### src/rtl/omc_pkg.sv
package omc_pkg;

    // ==========================================================
    // Operating modes
    // ==========================================================
    // Gray order along run, wait, background and trace.
    typedef enum logic [1:0] {
        OMC_RUN = 2'h0,
        OMC_WAIT = 2'h1,
        OMC_BKG = 2'h3,
        OMC_TRACE = 2'h2
    } omc_state_t;

    // ==========================================================
    // Decoded debug commands
    // ==========================================================
    typedef enum logic [2:0] {
        OMC_CMD_MEM = 3'h0,
        OMC_CMD_MEM_STAT = 3'h1,
        OMC_CMD_BDC_REG = 3'h2,
        OMC_CMD_BACKGROUND = 3'h3,
        OMC_CMD_CPU_REG = 3'h4,
        OMC_CMD_TRACE = 3'h5,
        OMC_CMD_GO = 3'h6,
        OMC_CMD_NONE = 3'h7
    } omc_cmd_code_t;

    // One decoded command from the background debug controller.
    typedef struct packed {
        logic valid;
        omc_cmd_code_t code;
    } omc_cmd_t;

    // Events reported by the CPU and the debug logic.
    typedef struct packed {
        logic wait_instr;
        logic sw_brk;
        logic bdc_brk;
        logic dbg_brk;
        logic irq_req;
        logic trace_done;
    } omc_evt_t;

    // Answer to a decoded command.
    typedef struct packed {
        logic ack;
        logic ignored;
        logic mem_en;
    } omc_rsp_t;

    // ==========================================================
    // Constants
    // ==========================================================
    localparam logic [15:0] OMC_RESET_VECTOR = 16'hFFFE;
    localparam logic OMC_BOOT_RST = 1'b1;
    localparam omc_state_t OMC_STATE_RST = OMC_BKG;

endpackage

### src/rtl/omc_mode_ctrl.sv
`timescale 1ns/100ps
module omc_mode_ctrl (
    input wire logic clock_in,
    input wire logic reset_n_in,
    input wire logic background_mode_select_pin_in,
    input omc_pkg::omc_cmd_t cmd_in,
    input omc_pkg::omc_evt_t evt_in,
    output omc_pkg::omc_rsp_t rsp_out,
    output omc_pkg::omc_state_t mode_out,
    output logic status_valid_out,
    output logic status_err_out,
    output logic vector_fetch_out,
    output logic [15:0] vector_addr_out,
    output logic cpu_run_en_out,
    output logic cpu_clk_en_out,
    output logic sys_clk_en_out,
    output logic regulator_full_out,
    output logic clear_ibit_out,
    output logic irq_stack_out,
    output logic cpu_reg_en_out,
    output logic trace_start_out
);
    import omc_pkg::*;

    // ==========================================================
    // Mode pin synchroniser
    // ==========================================================
    logic pin_s1_r;
    logic pin_s2_r;
    logic pin_s3_r;
    logic pin_lvl_r;
    logic pin_lvl_nxt;

    // The level only moves once the second and third stages agree.
    always_comb begin
        pin_lvl_nxt = pin_lvl_r;
        if (pin_s2_r == pin_s3_r) begin
            pin_lvl_nxt = pin_s3_r;
        end
    end

    // The chain runs through reset so the strap is valid at release.
    always_ff @(posedge clock_in) begin
        pin_s1_r <= background_mode_select_pin_in;
        pin_s2_r <= pin_s1_r;
        pin_s3_r <= pin_s2_r;
        pin_lvl_r <= pin_lvl_nxt;
    end

    // ==========================================================
    // Command classification
    // ==========================================================
    logic cmd_bg;
    logic cmd_nonintr;
    logic cmd_active;
    logic cmd_stat;

    // Split the decoded command into its acceptance classes.
    always_comb begin
        cmd_bg = cmd_in.valid && (cmd_in.code == OMC_CMD_BACKGROUND);
        cmd_stat = cmd_in.valid && (cmd_in.code == OMC_CMD_MEM_STAT);
        cmd_nonintr = 1'b0;
        cmd_active = 1'b0;
        if (cmd_in.valid) begin
            case (cmd_in.code)
                OMC_CMD_MEM,
                OMC_CMD_MEM_STAT,
                OMC_CMD_BDC_REG,
                OMC_CMD_BACKGROUND: begin
                    cmd_nonintr = 1'b1;
                end
                OMC_CMD_CPU_REG,
                OMC_CMD_TRACE,
                OMC_CMD_GO: begin
                    cmd_active = 1'b1;
                end
                default: begin
                    cmd_nonintr = 1'b0;
                end
            endcase
        end
    end

    // ==========================================================
    // Mode state machine
    // ==========================================================
    omc_state_t state_r;
    omc_state_t state_nxt;
    logic boot_r;
    logic boot_nxt;
    logic vec_r;
    logic vec_nxt;
    logic clri_r;
    logic clri_nxt;
    logic stack_r;
    logic stack_nxt;
    logic stat_vld_r;
    logic stat_vld_nxt;
    logic stat_err_r;
    logic stat_err_nxt;
    logic trace_r;
    logic trace_nxt;

    // Next mode and the one-cycle side effects of each transition.
    always_comb begin
        state_nxt = state_r;
        boot_nxt = 1'b0;
        vec_nxt = 1'b0;
        clri_nxt = 1'b0;
        stack_nxt = 1'b0;
        trace_nxt = 1'b0;
        stat_vld_nxt = 1'b0;
        stat_err_nxt = stat_err_r;
        if (boot_r) begin
            // The strap decides the first mode right after release.
            if (pin_lvl_r) begin
                state_nxt = OMC_RUN;
                vec_nxt = 1'b1;
            end else begin
                state_nxt = OMC_BKG;
            end
        end else begin
            case (state_r)
                OMC_RUN: begin
                    // Entry into background wins over a wait instruction.
                    if (cmd_bg) begin
                        state_nxt = OMC_BKG;
                    end else if (evt_in.sw_brk) begin
                        state_nxt = OMC_BKG;
                    end else if (evt_in.bdc_brk || evt_in.dbg_brk) begin
                        state_nxt = OMC_BKG;
                    end else if (evt_in.wait_instr) begin
                        state_nxt = OMC_WAIT;
                        clri_nxt = 1'b1;
                    end
                end
                OMC_WAIT: begin
                    // A debugger wake beats a pending interrupt.
                    if (cmd_bg) begin
                        state_nxt = OMC_BKG;
                    end else if (evt_in.irq_req) begin
                        state_nxt = OMC_RUN;
                        stack_nxt = 1'b1;
                    end
                end
                OMC_BKG: begin
                    // Only debugger commands move the CPU from here.
                    if (cmd_in.valid && cmd_in.code == OMC_CMD_GO) begin
                        state_nxt = OMC_RUN;
                    end else if (cmd_in.valid && cmd_in.code == OMC_CMD_TRACE) begin
                        state_nxt = OMC_TRACE;
                        trace_nxt = 1'b1;
                    end
                end
                OMC_TRACE: begin
                    // Any stop of the single step lands in background.
                    if (evt_in.trace_done || cmd_bg || evt_in.sw_brk ||
                        evt_in.bdc_brk || evt_in.dbg_brk) begin
                        state_nxt = OMC_BKG;
                    end
                end
                default: begin
                    state_nxt = OMC_BKG;
                end
            endcase
        end
        // Status commands report wait as an error; in wait they touch no memory.
        if (cmd_stat && !boot_r) begin
            stat_vld_nxt = 1'b1;
            stat_err_nxt = (state_r == OMC_WAIT);
        end
    end

    // Registers of the mode machine; reset parks in background.
    always_ff @(posedge clock_in) begin
        if (!reset_n_in) begin
            state_r <= OMC_STATE_RST;
            boot_r <= OMC_BOOT_RST;
            vec_r <= 1'b0;
            clri_r <= 1'b0;
            stack_r <= 1'b0;
            trace_r <= 1'b0;
            stat_vld_r <= 1'b0;
            stat_err_r <= 1'b0;
        end else begin
            state_r <= state_nxt;
            boot_r <= boot_nxt;
            vec_r <= vec_nxt;
            clri_r <= clri_nxt;
            stack_r <= stack_nxt;
            trace_r <= trace_nxt;
            stat_vld_r <= stat_vld_nxt;
            stat_err_r <= stat_err_nxt;
        end
    end

    // ==========================================================
    // Command answer
    // ==========================================================
    // Acceptance depends only on the present mode, so it is immediate.
    always_comb begin
        rsp_out = '0;
        if (cmd_in.valid && !boot_r) begin
            case (state_r)
                OMC_RUN,
                OMC_TRACE: begin
                    rsp_out.ack = cmd_nonintr;
                    rsp_out.ignored = cmd_active;
                end
                OMC_BKG: begin
                    rsp_out.ack = cmd_nonintr || cmd_active;
                end
                OMC_WAIT: begin
                    rsp_out.ack = cmd_bg || cmd_stat;
                    rsp_out.ignored = !(cmd_bg || cmd_stat);
                end
                default: begin
                    rsp_out.ignored = 1'b1;
                end
            endcase
            // Memory is reached only outside wait.
            rsp_out.mem_en = rsp_out.ack && (state_r != OMC_WAIT) &&
                (cmd_in.code == OMC_CMD_MEM || cmd_in.code == OMC_CMD_MEM_STAT);
        end else if (cmd_in.valid) begin
            rsp_out.ignored = 1'b1;
        end
    end

    // ==========================================================
    // CPU controls
    // ==========================================================
    // The CPU fetches only in run or during a single traced step.
    assign cpu_run_en_out = !boot_r &&
        (state_r == OMC_RUN || state_r == OMC_TRACE);
    assign cpu_clk_en_out = (state_r != OMC_WAIT);
    // Stop modes are not handled here, so the system clock and regulation stay on.
    assign sys_clk_en_out = 1'b1;
    assign regulator_full_out = 1'b1;
    // Register access to the CPU is gated to background mode.
    assign cpu_reg_en_out = cmd_in.valid && !boot_r &&
        cmd_in.code == OMC_CMD_CPU_REG && state_r == OMC_BKG;
    assign mode_out = state_r;
    assign vector_fetch_out = vec_r;
    assign vector_addr_out = OMC_RESET_VECTOR;
    assign clear_ibit_out = clri_r;
    assign irq_stack_out = stack_r;
    assign trace_start_out = trace_r;
    assign status_valid_out = stat_vld_r;
    assign status_err_out = stat_err_r;
endmodule

### config.mk
export PLATFORM = sky130hd
export DESIGN_NAME = omc_mode_ctrl
export DESIGN_NICKNAME = d
export VERILOG_FILES = /design/src/rtl/omc_pkg.sv /design/src/rtl/omc_mode_ctrl.sv
export SDC_FILE = /design/constraint.sdc
export NUM_CORES = 1
export LEC_CHECK = 0
export BUFFER_PORTS_ARGS = -buffer_cell sky130_fd_sc_hd__clkbuf_2
export CORE_MARGIN = 2
export CORE_UTILIZATION = 42
export DETAILED_ROUTE_END_ITERATION = 12
export GPL_TIMING_DRIVEN = 1
export PLACE_DENSITY = 0.83
export SYNTH_ARGS = -nofsm -noshare
export SYNTH_HDL_FRONTEND = slang
export SYNTH_SLANG_ARGS = --single-unit
export TNS_END_PERCENT = 10
### constraint.sdc
create_clock -name clock_in -period 1.8 [get_ports clock_in]
set_clock_uncertainty 0.05 [all_clocks]
set_input_delay 0.18 -clock clock_in [delete_from_list [all_inputs] [get_ports clock_in]]
set_output_delay 0.18 -clock clock_in [all_outputs]
set_load 0.02 [all_outputs]
# ---- Yosys cells after proc, flatten, opt, wreduce, memory -nomap -nowiden
# Index checks and enable logic that the tools add are counted.
dict set report op_classes {
  n_eq_ne 15
  muxes 29
  n_bitwise 4
  n_reduce_logical 32
}
# cell count
set op_table {}
lappend op_table {{two-way mux 2 bit} 11}
lappend op_table {{two-way mux 1 bit} 15}
lappend op_table {{OR reduction 4 bit} 3}
lappend op_table {{logical AND 1 bit} 11}
lappend op_table {{== test 3 bit (second input constant)} 3}
lappend op_table {{logical OR 1 bit} 9}
lappend op_table {{inequality test 4 bit (second input constant)} 2}
lappend op_table {{one-hot mux 2 bit (4 select lines)} 1}
lappend op_table {{== test 3 x 2 -> 1 bit (second input constant)} 2}
lappend op_table {{inequality test 6 bit (second input constant)} 1}
lappend op_table {{OR reduction 6 bit} 1}
lappend op_table {{== test 2 bit (second input constant)} 2}
lappend op_table {{inverter 1 bit} 4}
lappend op_table {{AND reduction 4 bit} 1}
lappend op_table {{== test 3 x 1 -> 1 bit (second input constant)} 1}
lappend op_table {{logical NOT 3 bit} 1}
lappend op_table {{inequality test 3 bit (second input constant)} 1}
lappend op_table {{one-hot mux 1 bit (3 select lines)} 1}
lappend op_table {{OR reduction 3 bit} 1}
lappend op_table {{== test 2 x 1 -> 1 bit (second input constant)} 1}
lappend op_table {{logical NOT 1 bit} 2}
lappend op_table {{logical NOT 2 bit} 1}
lappend op_table {{inequality test 2 x 1 -> 1 bit (second input constant)} 1}
lappend op_table {{one-hot mux 1 bit (2 select lines)} 1}
lappend op_table {{other kinds (3)} 3}
dict set report word_totals {
  reg_bits 13
}

# ---- Logic depth before layout (Yosys ltp)
# Gate-level depths: netlist of the first run.
dict set report depth {
  depth_word 10
  ltp_mapped 5
  mapped_depth_nobuf 5
}

# ---- Least setup slack after synthesis of the first run
# Ideal clock, no wire load.
dict set report synth_timing {
  path_kind {register -> output}
  start {register state_r[0], in the netlist mode_out[0]}
  end {output port rsp_out[2] in the netlist's numbering}
  t_arrival_ps 1387
  required_ps 1570
  setup_slack_ps 183
  stages_incl_launch_ff 4
  cell_sequence {dfxtp_1 > clkbuf_1 > a31oi_1 > nor3b_1}
}
# item line_no
set synth_lines {}
lappend synth_lines {{start: declaration} omc_mode_ctrl.sv:87} ;# omc_state_t state_r;
lappend synth_lines {{start signal: assignment} omc_mode_ctrl.sv:186} ;# state_r <= state_nxt;
lappend synth_lines {{end: declaration} omc_mode_ctrl.sv:8} ;# output omc_pkg::omc_rsp_t rsp_out,

# ---- Worst setup path after layout of the first run
dict set report layout_timing {
  start {register boot_r}
  end {output port cpu_reg_en_out}
}
dict set report layout_via {
  elab_chain_cells 4
}
# item line_no
set layout_lines {}
lappend layout_lines {{start: declaration} omc_mode_ctrl.sv:89} ;# logic boot_r;
lappend layout_lines {{start signal: assignment} omc_mode_ctrl.sv:187} ;# boot_r <= boot_nxt;
lappend layout_lines {{logical NOT 1 bit} omc_mode_ctrl.sv:240} ;# assign cpu_reg_en_out = cmd_in.valid && !boot_r &&
lappend layout_lines {{logical AND 1 bit (2 in a row)} omc_mode_ctrl.sv:240}
lappend layout_lines {{logical AND 1 bit} omc_mode_ctrl.sv:241} ;# cmd_in.code == OMC_CMD_CPU_REG && state_r == OMC_BKG;
lappend layout_lines {{end: declaration} omc_mode_ctrl.sv:20} ;# output logic cpu_reg_en_out,
# Every way passes these cells.

==> results by group, run 1 <==
Timing
  • Maximum clock rate: between 0.5 and 0.6 GHz
  • Endpoints failing setup: 0
  • Tcrit/Tclk final: slightly above 90%
  • RSZ-0062 raised after global routing: false
  • Count of final hold-check violations: 0
  • Final setup TNS: 0 ns
  • Slew Viols, Final: 0
  • Fin Hold WS: 0.1052 ns
  • Crit path time final: between 1.5 and 2 ns

Logic synthesis
  • Top cell type by total area after synthesis: dfxtp_1
  • Synth top area cells: dfxtp_1 32%, buf_4 18%, edfxtp_1 4.0%
  • Netlist Area Pre-Place: around 750 µm²
  • Synth top area share: a little under a third
  • Mapped Avg Cell Area: ~9 µm²
  • Cells after synthesis: 86
  • Synth warnings: 0
  • Post-synthesis sequential area ratio: a little over a third
  • Yosys reg bits: 13
  • Synth unique cells: 33

Routing
  • Via count: between 600 and 700
  • Total detailed-routing wirelength: 1345 µm
  • Number of detailed-route iterations in the first pass: 4
  • DRT iter0 DRCs: 4
  • Post-DR vias/cell: about 4.7
  • DRC viols: 0
  • Drt wl/cell: 9.818 µm
  • DRT antenna net count: 0

Global route
  • All-Layer GR Usage: 14.18%
  • First-pass GRT wire length: between 2000 and 2500 µm
  • Largest net degree at the start of global routing: 14
  • Vias in the first global route: between 500 and 600
  • Initial antenna violation count: 0
  • Global route overflow: 0

Min path
  • Worst Hold Class: in -> reg

Placed design
  • GPL Wtd Cong: between 0.7 and 0.8
  • Placement Cell Area: 824.5 µm²
  • Dpl cells: approximately 130
  • Port bufs: 26
  • HPWL Detailed: ~1100 µm

CTS
  • CTS sink count: 13
  • Clock buffer depth: 2
  • CTS tree: done
  • H-tree Lvls: 1
  • Worst skew pair latency: roughly 0.27 ns
  • Post CTS Setup Buffer Count: 0
  • Clock Tree Root: clkbuf_4
  • Clock transition at path regs: ~0.070 ns
  • CTS buffer count: 3

Critical path
  • CP Launch Type: flip-flop
  • WP data required: about 1.6 ns
  • Critical Path End Type: output pin
  • Crit-path max FO: 7
  • CP Class: reg -> out
  • Critical Path AT: about 1.5 ns
  • R2r setup slk: 0.46 ns

Final layout
  • Number of fillers in the final layout: around 180
  • Synthesis-to-finish area growth: 14.64%
  • Fin nets: roughly 130
  • Layout cells sized above 1: between 30% and 40%
  • Max reg flops: 2
  • Commonest non-fill, non-tap cells in the layout: 26 x clkbuf_2, 18 x conb_1, 11 x dfxtp_1
  • Final std cells w/o fill: about 140
  • # diodes: 0
  • Area of the multi-input gates: 370.4 µm²
  • Final Instance Area: roughly 860 µm²
  • Most common cell after layout, fill and taps aside: clkbuf_2
  • Register Area: around 270 µm²

Die
  • Die Wd: between 40 and 50 µm
  • Die span in y: roughly 46 µm
  • Core area: 1708 µm²
  • Die area: about 2100 µm²
  • Initial Utilization: approximately 44%
  • Ports: 45
  • Num rows: 15

Power and ir drop
  • Max IR drop VDD: between 300 and 400 µV
  • Leak pwr: ~0.44 nW
  • Power per cell area: between 700 and 800 nW/µm²
  • Post-layout power: approximately 0.00063 W

Run
  • Max-Cap Viols: 0

Outcome
  • Status: completed
## routing by layer
metal	GRT usage (%)	share of wire, %
met1	15.13	40
met2	23.61	51
met3	7.059	7.7
met4	5.714	1.6
met5	0	0
## repair_timing
item,4_1_cts,5_1_grt
endpoints found under the setup margin,0,1
endpoints found under the hold margin,1,0
hold buffers,1,0
gates resized for setup,0,1
## cell families (layout without fill, tap and decap cells)
family / Yosys count / count (layout) / share of synthesized area, %
xor gates and xnor gates: 2 / 2 / 2.330
DFF: 13 / 13 / 35.94
buffers and inverters: 27 / 37 / 22.79
muxes: 2 / 2 / 2.662
and+or+nand+nor: 25 / 25 / 21.30
other: 2 / 18 / 0.9987
AOI/OAI and AO/OA: 15 / 15 / 13.98
## Yosys cell counts
master / n
nand2_1: 3
edfxtp_1: 1
xnor2_1: 1
o21a_1: 1
a21oi_1: 4
nand4b_4: 1
clkbuf_1: 1
buf_2: 2
and3_4: 1
a221oi_1: 1
nor2b_1: 1
nand4b_1: 1
conb_1: 2
mux2i_1: 2
a31oi_1: 1
o211ai_1: 1
o21ai_0: 2
and4b_2: 1
nand4_1: 2
nor2_1: 6
a31o_1: 2
o2111ai_1: 1
xor2_1: 1
nor3b_1: 2
and3_1: 1
inv_1: 6
buf_4: 18
a211o_2: 1
nand3_1: 3
nor4_1: 1
a41oi_1: 1
dfxtp_1: 12
nor3_1: 2
## report_power, final
group	internal (W)	switching [W]
Combinational	0.0000464	0.0000964
Sequential	0.000305	0.0000185
Clock	0.0000857	0.0000826
## worst paths after layout
path                                 start                        to  cells after the start
setup / recovery            boot_r$_DFF_P_            cpu_reg_en_out                      4
hold / removal                  reset_n_in            boot_r$_DFF_P_                      2
setup reg to reg  mode_out[1]$_SDFFE_PN1P_  mode_out[0]$_SDFFE_PN1P_                      4
hold reg to reg           pin_s1_r$_DFF_P_          pin_s2_r$_DFF_P_                      0
## worst max-delay path, cell delays in order, from the launching register on
cell and delay [ns]:
dfxtp_1 0.37, nor3b_1 0.35, nand4_1 0.17, nor2_1 0.13, clkbuf_2 0.18
## per-stage QoR
step | setup slack (ns) | utilization, %
6_report | 0.1162 | 50.48
5_1_grt | 0.001705 | 50.48
4_1_cts | 0.1028 | 50.40
3_5_place_dp | 0.3972 | 48.28
3_3_place_gp | 0.3996 | 48.28
2_1_floorplan | 0.1830 | -
## layout make-up
| type | count | share of cell area, % |
|---|---|---|
| Timing Repair Buffer | 27 | 16.26 |
| Tap cell | 25 | 3.628 |
| Inverter | 6 | 2.612 |
| Multi-Input combinational cell | 62 | 42.96 |
| Sequential cell | 13 | 31.49 |
| Clock buffer | 4 | 3.048 |
No activity file was read; power rests on OpenSTA's default activity.
==> run 2, diff against run 1 <==
CORE_UTILIZATION = 38   (was 42)
PLACE_DENSITY = 0.79   (was 0.83)
clock period = 1.4 ns   (was 1.8 ns; I/O delays follow)
==> run 2 against run 1 <==
  * The flow now finishes with violations (setup timing)
  * Clock power increased by 32%
  * Routed wire length rose by 11%
  * Worst hold slack got worse by 0.064 ns
  * Cell area grew 11%
  * Sequential share of layout area fell by 2.1 points
  * Critical path depth unchanged
  * Worst setup slack worse by 0.16 ns
  * Clock-buffer cell count did not move
  * Sequential power increased by 27%
  * Critical endpoint unchanged
  * Utilization fell by 0.61 points
==> results by group, run 2 (synthesis gave the netlist of run 1 again) <==
Outcome
  • Status: complete, but fails checks (was completed)
  • Violated checks: setup timing

CTS
  • Clock buffer depth: 2 (unchanged)
  • H-tree Lvls: 1 (unchanged)
  • Worst skew pair latency: 0.27 ns (about the same)
  • CTS buffer count: 3 (unchanged)
  • CTS tree: done (unchanged)
  • Clock Tree Root: clkbuf_4 (unchanged)
  • CTS sink count: 13 (unchanged)
  • Clock transition at path regs: 0.08 ns (was 0.07 ns)

Die
  • Num rows: 16 (was 15)
  • Initial Utilization: 39.13% (was 44.03%)
  • Die area: 2351 µm² (was 2145 µm²)
  • Core area: 1922 µm² (was 1708 µm²)
  • Die Wd: 48.49 µm (was 46.32 µm)
  • Ports: 45 (unchanged)
  • Die span in y: 48.49 µm (was 46.32 µm)

Power and ir drop
  • Max IR drop VDD: 671.9 µV (was 398.4 µV)
  • Power per cell area: 886.9 nW/µm² (was 736.2 nW/µm²)
  • NetSw: 0.0002679 W (was 0.0001975 W)
  • Post-layout power: 0.0008500 W (was 0.0006347 W)
  • Clock Power Share: 26.2% (was 26.5%)
  • Switching share of total power: 31.52% (was 31.12%)
  • Sequential power share: 48.2% (was 51.0%)
  • Internal power: 0.0005821 W (was 0.0004371 W)
  • Leak pwr: 0.4785 nW (was 0.4391 nW)
  • Combinational fraction of design power: 25.6% (was 22.5%)

Final layout
  • Final Instance Area: 958.4 µm² (was 862.1 µm²)
  • Max reg flops: 2 (unchanged)
  • Final std cells w/o fill: 146 (was 137)
  • Most common cell after layout, fill and taps aside: clkbuf_2 (unchanged)
  • Fin nets: 133 (was 126)
  • Synthesis-to-finish area growth: 27.45% (was 14.64%)
  • # diodes: 0 (unchanged)
  • Commonest non-fill, non-tap cells in the layout: 22 x clkbuf_2, 18 x conb_1, 10 x buf_4 (was 26 x clkbuf_2, 18 x conb_1, 11 x dfxtp_1)
  • Final core utilization: 49.87% (was 50.48%)
  • Layout cells sized above 1: 39.50% (was 30.36%)

Global route
  • Vias in the first global route: 579 (was 559)
  • Largest net degree at the start of global routing: 12 (was 14)
  • Initial antenna violation count: 0 (unchanged)
  • Global route overflow: 0 (unchanged)
  • First-pass GRT wire length: 2380 µm (was 2180 µm)
  • All-Layer GR Usage: 12.66% (was 14.18%)

Timing
  • Crit path time final: around 1.4 ns
  • Setup slack after layout: -0.04359 ns (was 0.1162 ns)
  • RSZ-0062 raised after global routing: true (was false)
  • Tcrit/Tclk final: 103.1%
  • Endpoints failing setup: 3 (was 0)
  • Slew Viols, Final: 0 (unchanged)
  • Maximum clock rate: ~0.69 GHz
  • Count of final hold-check violations: 0 (unchanged)

Min path
  • Hold Path Depth: 2 (unchanged)
  • Hold path start: reset_n_in (unchanged)
  • Worst Hold Class: in -> reg (unchanged)
  • Hold EP: boot_r$_DFF_P_ (unchanged)

Routing
  • DRT antenna net count: 0 (unchanged)
  • Drt wl/cell: 10.19 µm (was 9.818 µm)
  • DRT iter0 DRCs: 10 (was 4)
  • Post-DR vias/cell: 4.473 (was 4.657)
  • Total detailed-routing wirelength: 1488 µm (was 1345 µm)
  • DRC viols: 0 (unchanged)
  • Number of detailed-route iterations in the first pass: 4 (unchanged)
  • Via count: 653 (was 638)

Critical path
  • WP data required: 1.21 ns (was 1.57 ns)
  • R2r setup slk: 0.10 ns (was 0.46 ns)
  • Critical Path End Type: output pin (unchanged)
  • Crit path launch: boot_r$_DFF_P_ (unchanged)
  • Critical Path AT: 1.25 ns (was 1.45 ns)
  • CP Class: reg -> out (unchanged)
  • Reg-to-reg critical path startpoint: boot_r$_DFF_P_ (was mode_out[1]$_SDFFE_PN1P_)
  • CP Launch Type: flip-flop (unchanged)
  • RR Endpoint: mode_out[1]$_SDFFE_PN1P_ (was mode_out[0]$_SDFFE_PN1P_)
  • Worst reg2reg path depth: 5 (was 4)
  • Crit-path max FO: 4 (was 7)

Placed design
  • GPL Wtd Cong: 0.7650 (was 0.7606)
  • Port bufs: 26 (unchanged)
  • HPWL Detailed: 1094 µm (was 1067 µm)
  • Placement Cell Area: 862.1 µm² (was 824.5 µm²)
  • Pre-CTS WS: 0.001700 ns (was 0.3972 ns)
  • Dpl cells: 138 (was 132)

Run
  • Max-Cap Viols: 0 (unchanged)
-- run 2: worst max-delay path by stage --
stage,end,cells after the start
2_1_floorplan,rsp_out[1],4
6_report,cpu_reg_en_out,4
3_5_place_dp,mode_out[1]$_SDFFE_PN1P_,4
4_1_cts,rsp_out[0],4
3_3_place_gp,mode_out[1]$_SDFFE_PN1P_,5
5_1_grt,cpu_reg_en_out,4
-- run 2: through the flow --
step	TNS [ns]	hold WS, ns
2_1_floorplan	0	0.1177
3_3_place_gp	0	0.1946
3_5_place_dp	0	0.1945
4_1_cts	-0.1632	0.04024
5_1_grt	-0.3901	0.06024
6_report	-0.1152	0.04086
-- run 2: critical path, stage by stage, from the launching register on --
cell and delay [ns]:
dfxtp_4 0.36, nor3b_2 0.20, nand4_1 0.14, nor2_1 0.13, buf_4 0.15
-- run 2: cell type report --
cell class / count / area (µm²)
fill: 202 / 963.4
multi-input combinational: 62 / 387.9
sequential: 13 / 281.5
timing repair buffer: 34 / 206.4
tap: 27 / 33.78
clock buffer: 4 / 26.28
inverter: 6 / 22.52
-- run 2: metal layers --
metal  vias up  wire length (µm)  global-route usage (%)  part of all wire (%)
met5         -                 0                       0                     0
met4         0                 0                   2.857                     0
met3         0               124                   4.630                   8.3
met2        31               732                   21.53                    49
met1       292               632                   15.31                    42
li1        330                 -                       -                     -
-- run 2: power by group through the flow --
stage	registers [W]	logic [W]	clock network (W)
floorplan	0.000420	0.000172	0
global placement	0.000420	0.000190	0
detailed placement	0.000422	0.000192	0
CTS	0.000412	0.000207	0.000230
global route	0.000413	0.000237	0.000261
finish	0.000410	0.000218	0.000222
-- run 2: timing repair --
action                     CTS  global route
pin swaps                    0             3
hold buffers                 1             0
buffers inserted             2             1
resized for setup            7            11
setup endpoints to repair    6             5
hold endpoints to repair     1             0
